**src/cpu_timing_pkg.sv**
```systemverilog
// shared constants, types and opcode classes for the instruction timing core
`default_nettype none
package cpu_timing_pkg;
    localparam int CLK_PERIOD_NS = 10;
    localparam int CLK_MAX_MHZ = 25;
    localparam logic [3:0] MAX_CYCLES = 4'h8;
    localparam int RAM_DEPTH = 256;
    localparam int SFR_DEPTH = 128;
    localparam logic [7:0] SFR_BASE = 8'h80;
    localparam logic [3:0] CNT_IDLE = 4'h0;
    localparam logic [3:0] CNT_LAST = 4'h1;
    localparam logic [15:0] PC_RESET = 16'h0000;
    localparam logic [7:0] BYTE_RESET = 8'h00;

    // opcodes that the decoder handles by name rather than by the bytes-equal-cycles default
    localparam logic [7:0] OP_MUL = 8'ha4;
    localparam logic [7:0] OP_DIV = 8'h84;
    localparam logic [7:0] OP_MOVC_DPTR = 8'h93;
    localparam logic [7:0] OP_MOVC_PC = 8'h83;
    localparam logic [7:0] OP_MOVX_RD_DPTR = 8'he0;
    localparam logic [7:0] OP_MOVX_WR_DPTR = 8'hf0;
    localparam logic [7:0] OP_MOVX_RD_RI0 = 8'he2;
    localparam logic [7:0] OP_MOVX_RD_RI1 = 8'he3;
    localparam logic [7:0] OP_MOVX_WR_RI0 = 8'hf2;
    localparam logic [7:0] OP_MOVX_WR_RI1 = 8'hf3;
    localparam logic [7:0] OP_JBC = 8'h10;
    localparam logic [7:0] OP_JB = 8'h20;
    localparam logic [7:0] OP_JNB = 8'h30;
    localparam logic [7:0] OP_JC = 8'h40;
    localparam logic [7:0] OP_JNC = 8'h50;
    localparam logic [7:0] OP_JZ = 8'h60;
    localparam logic [7:0] OP_JNZ = 8'h70;
    localparam logic [7:0] OP_DJNZ_DIR = 8'hd5;
    localparam logic [7:0] OP_MOV_DPTR = 8'h90;
    localparam logic [7:0] OP_INC_DPTR = 8'ha3;
    localparam logic [4:0] OP_DJNZ_RN_HI = 5'b11011;
    localparam logic [5:0] OP_CJNE_HI = 6'b101101;
    localparam logic [1:0] LEN_1 = 2'h1;
    localparam logic [1:0] LEN_2 = 2'h2;
    localparam logic [1:0] LEN_3 = 2'h3;
    localparam logic [3:0] CYC_3 = 4'h3;
    localparam logic [3:0] CYC_4 = 4'h4;

    typedef enum logic [1:0] {
        FL_NONE = 2'b00,
        FL_READ = 2'b01,
        FL_WRITE = 2'b10
    } flash_op_t;

    typedef enum logic [1:0] {
        AD_DPTR = 2'b00,
        AD_A_DPTR = 2'b01,
        AD_A_PC = 2'b10,
        AD_RI = 2'b11
    } flash_addr_mode_t;

    typedef enum logic [1:0] {
        ST_RUN = 2'b00,
        ST_HALT = 2'b01,
        ST_STEP = 2'b10
    } dbg_state_t;

    typedef struct packed {
        logic [1:0] len;
        logic [3:0] cyc;
        logic cond;
        flash_op_t fop;
        flash_addr_mode_t amode;
    } decode_t;

    typedef struct packed {
        logic req;
        logic we;
        logic [7:0] addr;
        logic sfr;
        logic [7:0] wdata;
    } mem_req_t;
endpackage
`default_nettype wire

```
**src/cpu_core_instruction_timing.sv**
```systemverilog
// instruction timing sequencer with data memories, flash byte access and debug halt
`default_nettype none
// Function
// - standard opcode encodings decoded unchanged
// - timing counted in plain clock cycles
// - default cycles equal instruction byte count
// - untaken conditional branch one cycle shorter
// - no instruction exceeds eight cycles
// - cycle classes follow the instruction count table
// - issue up to one instruction per clock
// - internal data ram of 256 bytes
// - special function space of 128 bytes
// - software reads and writes flash bytewise
// - breakpoints, halt, run, step, memory access
// - debug uses no application resources
// - debug traffic arrives from two-wire link
// - external data moves target program flash
// - external read via pointer, one byte, three cycles
// - code read relative pointer, one byte, three cycles
module cpu_core_instruction_timing (
    input wire logic core_clk,
    input wire logic srst,
    input wire logic op_valid,
    input wire logic [7:0] opcode,
    input wire logic [15:0] op_pc,
    input wire logic cond_taken,
    input wire logic [7:0] acc,
    input wire logic [15:0] dptr,
    input wire logic [7:0] ri_val,
    input wire cpu_timing_pkg::mem_req_t core_mem,
    input wire logic dbg_halt,
    input wire logic dbg_run,
    input wire logic dbg_step,
    input wire logic dbg_bp_en,
    input wire logic [15:0] dbg_bp_addr,
    input wire cpu_timing_pkg::mem_req_t dbg_mem,
    output logic op_ready,
    output logic retire,
    output logic [3:0] busy_cycles,
    output logic [1:0] op_len,
    output logic halted,
    output logic flash_req,
    output logic flash_we,
    output logic [15:0] flash_addr,
    output logic [7:0] flash_wdata,
    output logic [7:0] mem_rdata,
    output logic mem_rvalid
);
    // decode: default is cycles equal to length, with the listed exceptions
    function automatic cpu_timing_pkg::decode_t decode(input logic [7:0] op);
        cpu_timing_pkg::decode_t d;
        d = '0;
        d.len = cpu_timing_pkg::LEN_1;
        d.fop = cpu_timing_pkg::FL_NONE;
        d.amode = cpu_timing_pkg::AD_DPTR;
        if (op[3:0] == 4'h4 || op[3:0] == 4'h5) begin
            d.len = cpu_timing_pkg::LEN_2;
        end
        if (op[3:0] == 4'h1) begin
            d.len = cpu_timing_pkg::LEN_2;
        end
        if (op == cpu_timing_pkg::OP_MOV_DPTR) begin
            d.len = cpu_timing_pkg::LEN_3;
        end
        d.cyc = {2'b00, d.len};
        case (op)
            cpu_timing_pkg::OP_MUL: begin
                d.len = cpu_timing_pkg::LEN_1;
                d.cyc = cpu_timing_pkg::CYC_4;
            end
            cpu_timing_pkg::OP_DIV: begin
                d.len = cpu_timing_pkg::LEN_1;
                d.cyc = cpu_timing_pkg::MAX_CYCLES;
            end
            cpu_timing_pkg::OP_INC_DPTR: begin
                d.len = cpu_timing_pkg::LEN_1;
                d.cyc = {2'b00, cpu_timing_pkg::LEN_1};
            end
            cpu_timing_pkg::OP_MOVC_DPTR, cpu_timing_pkg::OP_MOVC_PC: begin
                d.len = cpu_timing_pkg::LEN_1;
                d.cyc = cpu_timing_pkg::CYC_3;
                d.fop = cpu_timing_pkg::FL_READ;
                d.amode = (op == cpu_timing_pkg::OP_MOVC_PC) ? cpu_timing_pkg::AD_A_PC
                                                             : cpu_timing_pkg::AD_A_DPTR;
            end
            cpu_timing_pkg::OP_MOVX_RD_DPTR, cpu_timing_pkg::OP_MOVX_RD_RI0,
            cpu_timing_pkg::OP_MOVX_RD_RI1: begin
                d.len = cpu_timing_pkg::LEN_1;
                d.cyc = cpu_timing_pkg::CYC_3;
                d.fop = cpu_timing_pkg::FL_READ;
                d.amode = (op == cpu_timing_pkg::OP_MOVX_RD_DPTR) ? cpu_timing_pkg::AD_DPTR
                                                                  : cpu_timing_pkg::AD_RI;
            end
            cpu_timing_pkg::OP_MOVX_WR_DPTR, cpu_timing_pkg::OP_MOVX_WR_RI0,
            cpu_timing_pkg::OP_MOVX_WR_RI1: begin
                d.len = cpu_timing_pkg::LEN_1;
                d.cyc = cpu_timing_pkg::CYC_3;
                d.fop = cpu_timing_pkg::FL_WRITE;
                d.amode = (op == cpu_timing_pkg::OP_MOVX_WR_DPTR) ? cpu_timing_pkg::AD_DPTR
                                                                  : cpu_timing_pkg::AD_RI;
            end
            cpu_timing_pkg::OP_JC, cpu_timing_pkg::OP_JNC, cpu_timing_pkg::OP_JZ,
            cpu_timing_pkg::OP_JNZ: begin
                d.len = cpu_timing_pkg::LEN_2;
                d.cyc = {2'b00, cpu_timing_pkg::LEN_2};
                d.cond = 1'b1;
            end
            cpu_timing_pkg::OP_JBC, cpu_timing_pkg::OP_JB, cpu_timing_pkg::OP_JNB,
            cpu_timing_pkg::OP_DJNZ_DIR: begin
                d.len = cpu_timing_pkg::LEN_3;
                d.cyc = cpu_timing_pkg::CYC_3;
                d.cond = 1'b1;
            end
            default: begin
                if (op[7:3] == cpu_timing_pkg::OP_DJNZ_RN_HI) begin
                    d.len = cpu_timing_pkg::LEN_2;
                    d.cyc = {2'b00, cpu_timing_pkg::LEN_2};
                    d.cond = 1'b1;
                end else if (op[7:2] == cpu_timing_pkg::OP_CJNE_HI) begin
                    d.len = cpu_timing_pkg::LEN_3;
                    d.cyc = cpu_timing_pkg::CYC_3;
                    d.cond = 1'b1;
                end
            end
        endcase
        return d;
    endfunction

    // storage held only for the application; debug touches it only through the port
    logic [7:0] ram [cpu_timing_pkg::RAM_DEPTH];
    logic [7:0] sfr [cpu_timing_pkg::SFR_DEPTH];

    cpu_timing_pkg::decode_t dec;
    cpu_timing_pkg::dbg_state_t dbg_q, dbg_d;
    cpu_timing_pkg::mem_req_t mreq;
    logic [3:0] cnt_q, cnt_d;
    logic [3:0] total;
    logic accept, bp_hit, can_issue;
    logic ready_q, ready_d;
    logic retire_q, retire_d;
    logic [1:0] len_q, len_d;
    logic freq_q, freq_d;
    logic fwe_q, fwe_d;
    logic [15:0] faddr_q, faddr_d;
    logic [7:0] fwdata_q, fwdata_d;
    logic [7:0] rdata_q, rdata_d;
    logic rvalid_q, rvalid_d;
    logic halted_q;

    always_comb begin
        dec = decode(opcode);
        // taken branch adds one; untaken keeps the shorter base count
        total = dec.cyc + {3'b000, dec.cond & cond_taken};
        // a stepped instruction ignores its breakpoint so the step can move on
        bp_hit = dbg_bp_en && (op_pc == dbg_bp_addr) && (dbg_q == cpu_timing_pkg::ST_RUN);
        can_issue = (dbg_q == cpu_timing_pkg::ST_RUN) || (dbg_q == cpu_timing_pkg::ST_STEP);
        accept = op_valid && ready_q && can_issue && !bp_hit && !dbg_halt;
        dbg_d = dbg_q;
        case (dbg_q)
            cpu_timing_pkg::ST_RUN: begin
                if (dbg_halt || (op_valid && ready_q && bp_hit)) begin
                    dbg_d = cpu_timing_pkg::ST_HALT;
                end
            end
            cpu_timing_pkg::ST_HALT: begin
                if (dbg_run) begin
                    dbg_d = cpu_timing_pkg::ST_RUN;
                end else if (dbg_step) begin
                    dbg_d = cpu_timing_pkg::ST_STEP;
                end
            end
            cpu_timing_pkg::ST_STEP: begin
                if (accept) begin
                    dbg_d = cpu_timing_pkg::ST_HALT;
                end
            end
            default: begin
                dbg_d = cpu_timing_pkg::ST_HALT;
            end
        endcase
        cnt_d = (cnt_q == cpu_timing_pkg::CNT_IDLE) ? cnt_q : cnt_q - 4'h1;
        len_d = len_q;
        if (accept) begin
            cnt_d = (total > cpu_timing_pkg::MAX_CYCLES) ? cpu_timing_pkg::MAX_CYCLES
                                                         : total;
            len_d = dec.len;
        end
        retire_d = (cnt_q == cpu_timing_pkg::CNT_LAST);
        // new instruction may enter in the last cycle of the previous one
        ready_d = (cnt_d <= cpu_timing_pkg::CNT_LAST);
    end

    always_comb begin
        freq_d = accept && (dec.fop != cpu_timing_pkg::FL_NONE);
        fwe_d = accept && (dec.fop == cpu_timing_pkg::FL_WRITE);
        faddr_d = faddr_q;
        fwdata_d = fwdata_q;
        if (freq_d) begin
            case (dec.amode)
                cpu_timing_pkg::AD_DPTR: faddr_d = dptr;
                cpu_timing_pkg::AD_A_DPTR: faddr_d = dptr + {8'h00, acc};
                cpu_timing_pkg::AD_A_PC: faddr_d = op_pc + {8'h00, acc};
                cpu_timing_pkg::AD_RI: faddr_d = {8'h00, ri_val};
                default: faddr_d = dptr;
            endcase
            fwdata_d = acc;
        end
    end

    // memory port: the debug side is served only while the core stands still
    always_comb begin
        mreq = (dbg_q == cpu_timing_pkg::ST_HALT) ? dbg_mem : core_mem;
        rvalid_d = mreq.req && !mreq.we;
        rdata_d = rdata_q;
        if (rvalid_d) begin
            rdata_d = mreq.sfr ? sfr[mreq.addr[6:0]] : ram[mreq.addr];
        end
    end

    always_ff @(posedge core_clk) begin
        if (mreq.req && mreq.we) begin
            if (mreq.sfr) begin
                sfr[mreq.addr[6:0]] <= mreq.wdata;
            end else begin
                ram[mreq.addr] <= mreq.wdata;
            end
        end
    end

    always_ff @(posedge core_clk) begin
        if (srst) begin
            dbg_q <= cpu_timing_pkg::ST_RUN;
            cnt_q <= cpu_timing_pkg::CNT_IDLE;
            ready_q <= 1'b1;
            retire_q <= 1'b0;
            len_q <= 2'h0;
            freq_q <= 1'b0;
            fwe_q <= 1'b0;
            faddr_q <= cpu_timing_pkg::PC_RESET;
            fwdata_q <= cpu_timing_pkg::BYTE_RESET;
            rdata_q <= cpu_timing_pkg::BYTE_RESET;
            rvalid_q <= 1'b0;
            halted_q <= 1'b0;
        end else begin
            // registered copy keeps the halt flag glitch free at the pin
            halted_q <= (dbg_d == cpu_timing_pkg::ST_HALT);
            dbg_q <= dbg_d;
            cnt_q <= cnt_d;
            ready_q <= ready_d;
            retire_q <= retire_d;
            len_q <= len_d;
            freq_q <= freq_d;
            fwe_q <= fwe_d;
            faddr_q <= faddr_d;
            fwdata_q <= fwdata_d;
            rdata_q <= rdata_d;
            rvalid_q <= rvalid_d;
        end
    end

    assign op_ready = ready_q;
    assign retire = retire_q;
    assign busy_cycles = cnt_q;
    assign op_len = len_q;
    assign halted = halted_q;
    assign flash_req = freq_q;
    assign flash_we = fwe_q;
    assign flash_addr = faddr_q;
    assign flash_wdata = fwdata_q;
    assign mem_rdata = rdata_q;
    assign mem_rvalid = rvalid_q;
endmodule
`default_nettype wire

```
**config.mk**
```make
export PLATFORM = sky130hd
export DESIGN_NAME = cpu_core_instruction_timing
export DESIGN_NICKNAME = d
export VERILOG_FILES = /design/src/cpu_timing_pkg.sv /design/src/cpu_core_instruction_timing.sv
export SDC_FILE = /design/constraint.sdc
export NUM_CORES = 2
export LEC_CHECK = 0
export BUFFER_PORTS_ARGS = -buffer_cell sky130_fd_sc_hd__buf_2
export CAP_MARGIN = 20
export CELL_PAD_IN_SITES_DETAIL_PLACEMENT = 1
export CELL_PAD_IN_SITES_GLOBAL_PLACEMENT = 2
export CORE_UTILIZATION = 48
export CTS_CLUSTER_DIAMETER = 200
export DETAILED_ROUTE_END_ITERATION = 10
export PLACE_DENSITY = 0.85
export SYNTH_ARGS = -nofsm -noshare
export SYNTH_HDL_FRONTEND = slang
export SYNTH_SLANG_ARGS = --single-unit
```
**constraint.sdc**
```tcl
create_clock -name core_clk -period 8.62 [get_ports core_clk]
set_input_delay 2.586 -clock core_clk [delete_from_list [all_inputs] [get_ports core_clk]]
set_output_delay 2.586 -clock core_clk [all_outputs]
set_load 0.05 [all_outputs]
```
Yosys cells after proc, flatten, opt, wreduce, memory -nomap -nowiden. Memory sizes are Yosys's and may differ from the RTL's. Index checks and enable logic that the tools add are counted.

Input port bits: 118. Register bits after elaboration: 46. Memories: 2. Word-level logic and storage cells: 112. Memory bits (writable): 3072. Output and inout bits: 44.

Memory list: ram (words 256, bits a word 8, read ports 1, clocked after Yosys merged registers in 0, write ports 1, RTL line cpu_core_instruction_timing.sv:130) `logic [7:0] ram [cpu_timing_pkg::RAM_DEPTH];`; sfr (words 128, bits a word 8, read ports 1, clocked after Yosys merged registers in 0, write ports 1, RTL line cpu_core_instruction_timing.sv:131) `logic [7:0] sfr [cpu_timing_pkg::SFR_DEPTH];`.

Add/sub/neg operators: 4. Mux-type cells: 28. Order comparisons: 2. Eq/ne operators: 34. Reductions and logical operators: 29. Bitwise operators: 1.

Operator list (count): equality test 8 bit, second input constant (13); one-hot mux 16 bit (4 select lines) (1); one-hot mux 6 bit (6 select lines) (1); adder 16 x 8 -> 16 bit (2); equality test 8 x 7 -> 1 bit, second input constant (4); 2-to-1 mux 2 bit (10); 2-to-1 mux 19 bit (1); equality test 16 bit (1); equality test 8 x 6 -> 1 bit, second input constant (2); OR reduction 8 bit (2); 2-to-1 mux 7 bit (2); 2-to-1 mux 4 bit (3); one-hot mux 4 bit (3 select lines) (1); logical AND 1 bit (11); OR reduction 11 bit (1); equality test 2 bit, second input constant (4); equality test 4 x 1 -> 1 bit, second input constant (2); equality test 4 x 3 -> 1 bit, second input constant (2); equality test 8 x 5 -> 1 bit, second input constant (1); 2-to-1 mux 8 bit (1); OR reduction 4 bit (2); equality test 2 x 1 -> 1 bit, second input constant (3); equality test 6 bit, second input constant (1); 2-to-1 mux 1 bit (6); other kinds (15) (21).

Longest topological paths before layout.
Depth after elaboration: 14. Gate-level depth with buffers: 21. Mapped depth without buffers: 19.

Worst setup path before layout. Ideal clock, no wire load.

Kind: input -> register. From: input opcode[6]. To: register faddr_q[14] (netlist: flash_addr[14]). Path slack: 1.763 ns. Required time: 8.488 ns. Arrival time: 6.725 ns. Cell stages on the path: 20. Cell sequence: clkbuf_1 -> nor3_1 -> nand2b_1 -> a21oi_1 -> ha_1 -> buf_1 -> clkbuf_1 -> mux2_2 -> ha_1 -> inv_1 -> fa_1 -> nand3b_1 -> a21o_1 -> a21oi_1 -> o21ai_0 -> a211oi_1 -> nand2_1 -> xor2_1 -> a221oi_1 -> nor3_1.

Cells in the longest elaborated chain, start to end: 5. Elaborated cells between the ends (all ways): 22. Those cells by class: eq/ne (11); mux (5); reduce/logical (6).

Ends and longest elaborated chain: start, declared (RTL line cpu_core_instruction_timing.sv:24) `input wire logic [7:0] opcode,`; equality test 8 bit (on tied branches); OR reduction 3 bit, or another cell as far along; one-hot mux 4 bit (3 select lines) * (RTL line cpu_core_instruction_timing.sv:66) `case (op)`; equality test 2 bit, or another cell as far along (RTL line cpu_core_instruction_timing.sv:199) `case (dec.amode)`; one-hot mux 16 bit (4 select lines) / logical AND 1 bit (equally long branches) (RTL line cpu_core_instruction_timing.sv:199, cpu_core_instruction_timing.sv:194); end signal, assigned (RTL line cpu_core_instruction_timing.sv:239) `faddr_q <= cpu_timing_pkg::PC_RESET;`; end signal, assigned (RTL line cpu_core_instruction_timing.sv:254) `faddr_q <= faddr_d;`; end, declared (RTL line cpu_core_instruction_timing.sv:144) `logic [15:0] faddr_q, faddr_d;`.

Every way passes the cells marked *; elsewhere a longest branch is shown, timed or not. A chain may end at the register's enable or synchronous reset.

Worst setup path after layout.
From: input opcode[3]. To: register faddr_q[14] (netlist: flash_addr[14]).

Same word-level chain as after synthesis.

==> run metrics <==
outcome=finished clean; R2R Setup Slk=2450 ps; Sw Ratio=0.245; Hold Path Sink=flash_wdata[7]; Syn Area/Cell=between 15 and 20 µm²; total power=approximately 33 mW; GRT overflow=0; Simple-Gate Fraction of Synth Area=0.0418; synthesized-area fraction occupied by adder cells=0.00208; crit path max fanout=9; fmax=160 MHz; All-Layer GR Usage=0.292; clk sinks=about 3100; post-cts sizing count=0; Synth Area in XOR/XNOR=0.00208; hold path depth=2; startpoint types=input pin; area grow syn2layout=11.7%; vias in the first global route=73900; placed cell area=122000 µm²; depth of the worst register-to-register path=13; WHS=458 ps; worst vdd ir=0.000176 V; total of max-cap violations=0; Crit path depth=18; # setup viols final=0; TNS Setup=0 ps; Setup crit end kind=register; chip width=498 µm; Post-CTS Setup Repair Bufs=0; Tmin final=~6300 ps; routed vias/inst=6.95; row cnt=181; CTS tree=yes; Hold Vio Cnt, Final=0; Initial DRC Count=10100; final worst slack=2360 ps; Max-slew headroom=0.0831; Post-Layout Inst Area=132000 µm²; WL final=371000 µm; Initial Util=0.484; Die Footprint=248000 µm²; complex-gate fraction of the synthesized area=0.137; critical path's slowest cell=a211oi_1; cell family with most CP delay=compound AO/OA/AOI/OAI gates; largest net degree at the start of global routing=213; FF-to-FF End=mem_rdata[5]; final net count=7149; wire per inst=35.5 µm; Slew @ Worst Pin=1370 ps; CP Buf/Inv Count=2; core area=244000 µm²; Inserted Clock Buffers=320; Clock transition at path regs=60 ps; main combinational cell family by area after synthesis=compound AO/OA/AOI/OAI gates; EDFF count, synth=3072; # H-tree levels=5; clock skew=roughly 74 ps; Tightest Hold Check Type=register to register; chip height=498 µm; post-synthesis async set-or-reset flop share=0; post-DP HPWL=215000 µm; gp weighted congestion=about 0.86; pwr/cell area=250 nW/µm²; Port Buffer Count=161; post-synth cell types=75; IO Pins=162; hold buffers post-CTS=0; Clk Latency, worst-skew pair=approximately 960 ps; post-synthesis cell count=6861; post-synthesis cell area=118000 µm²; Yosys reg bits=approximately 3100; power share of the sequential group=0.513; arrival time at the worst endpoint=7030 ps; Initial DRT Pass Iterations=6; Psw=8.06 mW; Crit path largest cell delay=620 ps; CTS Buffer Depth=4; RSZ-0062 raised after global routing=false; Logic pwr share=0.094; multiplexer share of the synthesized area=0.00388; Slew Viols, Final=0; fill count=22000; Net Count, Synth=between 6000 and 7000; Tcrit/Tclk final=0.726; critical path type=input pin to register; share of layout cells above drive strength 1=0.115; Main synth FF type=edfxtp_1; Ys Warns=0; Clock power frac=0.393; Residual DRC=0; number of antenna-violating nets in the routed design=0; clock tree root buffer cell=clkbuf_16; total number of vias=a little over 70000; Worst EP required=9390 ps; P_int=24.9 mW; Cell Chain, Critical Path=buf_2 -> nor3b_1 -> nand2_1 -> a21oi_1 -> ha_1 -> mux2_2 -> ha_1 -> inv_1 -> fa_1 -> nand3b_1 -> a21o_1 -> a21oi_1 -> o21ai_0 -> a211oi_1 -> nand2_1 -> xor2_1 -> a221oi_1 -> nor3_1; Pleak=40.5 nW; worst slack, placed=1460 ps; global-route wire length before repair=529000 µm; hold path start=flash_wdata[7]; register area share after synthesis=0.790; launching point of the worst reg2reg path=dbg_q[0]; initial antenna violation count=20
Yosys cell counts, types with 7 or more instances:
cell type | number | share of area
edfxtp_1 | 3072 | 0.78
a22oi_1 | 704 | 0.045
nor2_1 | 453 | 0.014
a221oi_1 | 439 | 0.033
nand3_1 | 265 | 0.011
buf_2 | 259 | 0.011
a22o_1 | 256 | 0.019
a221o_1 | 155 | 0.013
o22ai_1 | 143 | 0.0076
a21oi_1 | 141 | 0.0060
clkbuf_1 | 132 | 0.0042
nand2_1 | 100 | 0.0032
buf_4 | 84 | 0.0053
nor3_1 | 73 | 0.0031
o21ai_0 | 53 | 0.0022
nor4_1 | 48 | 0.0025
dfxtp_1 | 46 | 0.0078
a311oi_1 | 45 | 0.0033
and3_1 | 42 | 0.0022
a31oi_1 | 40 | 0.0021
buf_1 | 26 | 0.00083
mux2_2 | 22 | 0.0021
nand4_1 | 22 | 0.0012
a211oi_1 | 19 | 0.0012
ha_1 | 18 | 0.0019
or4_1 | 18 | 0.0011
buf_6 | 16 | 0.0015
xnor2_1 | 16 | 0.0012
inv_1 | 13 | 0.00041
mux2i_1 | 13 | 0.0011
xor2_1 | 12 | 0.00089
nor2b_1 | 9 | 0.00048
nand2b_1 | 8 | 0.00042
a21o_1 | 7 | 0.00045
registers in the layout (all words and copies together), names as in the netlist:
signal and cells:
flash_addr 16, flash_req 1, sfr 1024, op_len 2, dbg_q 2, mem_rdata 8, op_ready 1, flash_we 1
flash_wdata 8, busy_cycles 4, retire 1, ram 2048, halted 1, mem_rvalid 1
cell type report:
| type | count | area [µm²] | area share |
|---|---|---|---|
| Antenna cell | 10 | 25.0 | 0.000190 |
| Clock buffer | 397 | 8460 | 0.0642 |
| Clock inverter | 149 | 982 | 0.00745 |
| Inverter | 13 | 48.8 | 0.000370 |
| Multi-Input combinational cell | 3213 | 22500 | 0.170 |
| Sequential cell | 3118 | 93200 | 0.707 |
| Tap cell | 3202 | 4010 | 0.0304 |
| Timing Repair Buffer | 346 | 2650 | 0.0201 |
placed cells by master, fill, tap and decap left out, types with 10 or more instances in the layout:
cell	netlist	layout
buf_12	0	31
nor4_1	48	47
nor2_1	453	446
o21ai_0	53	52
xor2_1	12	12
clkinv_1	0	70
a221o_1	155	155
diode_2	0	10
a31oi_1	40	40
nand4_1	22	22
clkbuf_16	0	327
o22ai_1	143	143
a22o_1	256	256
bufinv_16	0	11
and3_1	42	42
clkbuf_1	132	69
a22oi_1	704	704
nor3_1	73	73
xnor2_1	16	16
nand2_1	100	99
edfxtp_1	3072	3072
a21oi_1	141	141
clkinv_2	0	53
inv_1	13	13
buf_2	259	161
or4_1	18	18
mux2_2	22	13
a311oi_1	45	45
nand3_2	0	22
buf_4	84	147
dfxtp_1	46	46
a211oi_1	19	19
ha_1	18	18
a221oi_1	439	439
nand3_1	265	243
worst max-delay path by stage:
stage               start             end
2_1_floorplan   opcode[6]  flash_addr[14]
3_3_place_gp   dbg_mem[9]    mem_rdata[6]
3_5_place_dp    opcode[3]  flash_addr[14]
4_1_cts         opcode[3]  flash_addr[14]
5_1_grt         opcode[3]  flash_addr[14]
6_report        opcode[3]  flash_addr[14]
power groups by stage:
stage	Sequential [mW]	Combinational, mW	Clock (mW)
finish	16.9	3.09	13.0
detailed placement	17.2	2.98	0
global placement	17.2	2.86	0
floorplan	17.4	1.59	0
global route	16.9	3.17	13.5
CTS	16.9	3.01	13.0
worst reg2reg max path: stages (launching register included):
cell	delay, ps
dfxtp_1	320
buf_4	220
nor2b_4	820
buf_4	390
mux2_4	710
nand2_8	590
buf_4	650
a221o_1	310
a221oi_1	360
or4_1	290
o22ai_1	130
o41ai_1	960
o211a_1	280
nor4_2	60
layer usage:
metal / vias up / share of wire / global-route usage
met5: - / 0.00059 / 0
met4: 20 / 0.057 / 0.153
met3: 1024 / 0.096 / 0.0603
met2: 4786 / 0.48 / 0.471
met1: 37700 / 0.37 / 0.374
li1: 29100 / - / -
through the flow:
step           std cells  utilization
2_1_floorplan       6861            -
3_3_place_gp        9884        0.501
3_5_place_dp        9888        0.502
4_1_cts            10400        0.540
5_1_grt            10400        0.541
6_report           10400        0.541
kinds of logic after synthesis:
logic type               after synthesis
flip-flops                          3118
AO/OA/AOI/OAI                       2061
multiplexers                          40
buffers and inverters                530
AND/OR/NAND/NOR                     1065
XOR/XNOR                              28
adder cells (fa/ha/maj)               19
No activity file was read; power rests on OpenSTA's default activity.
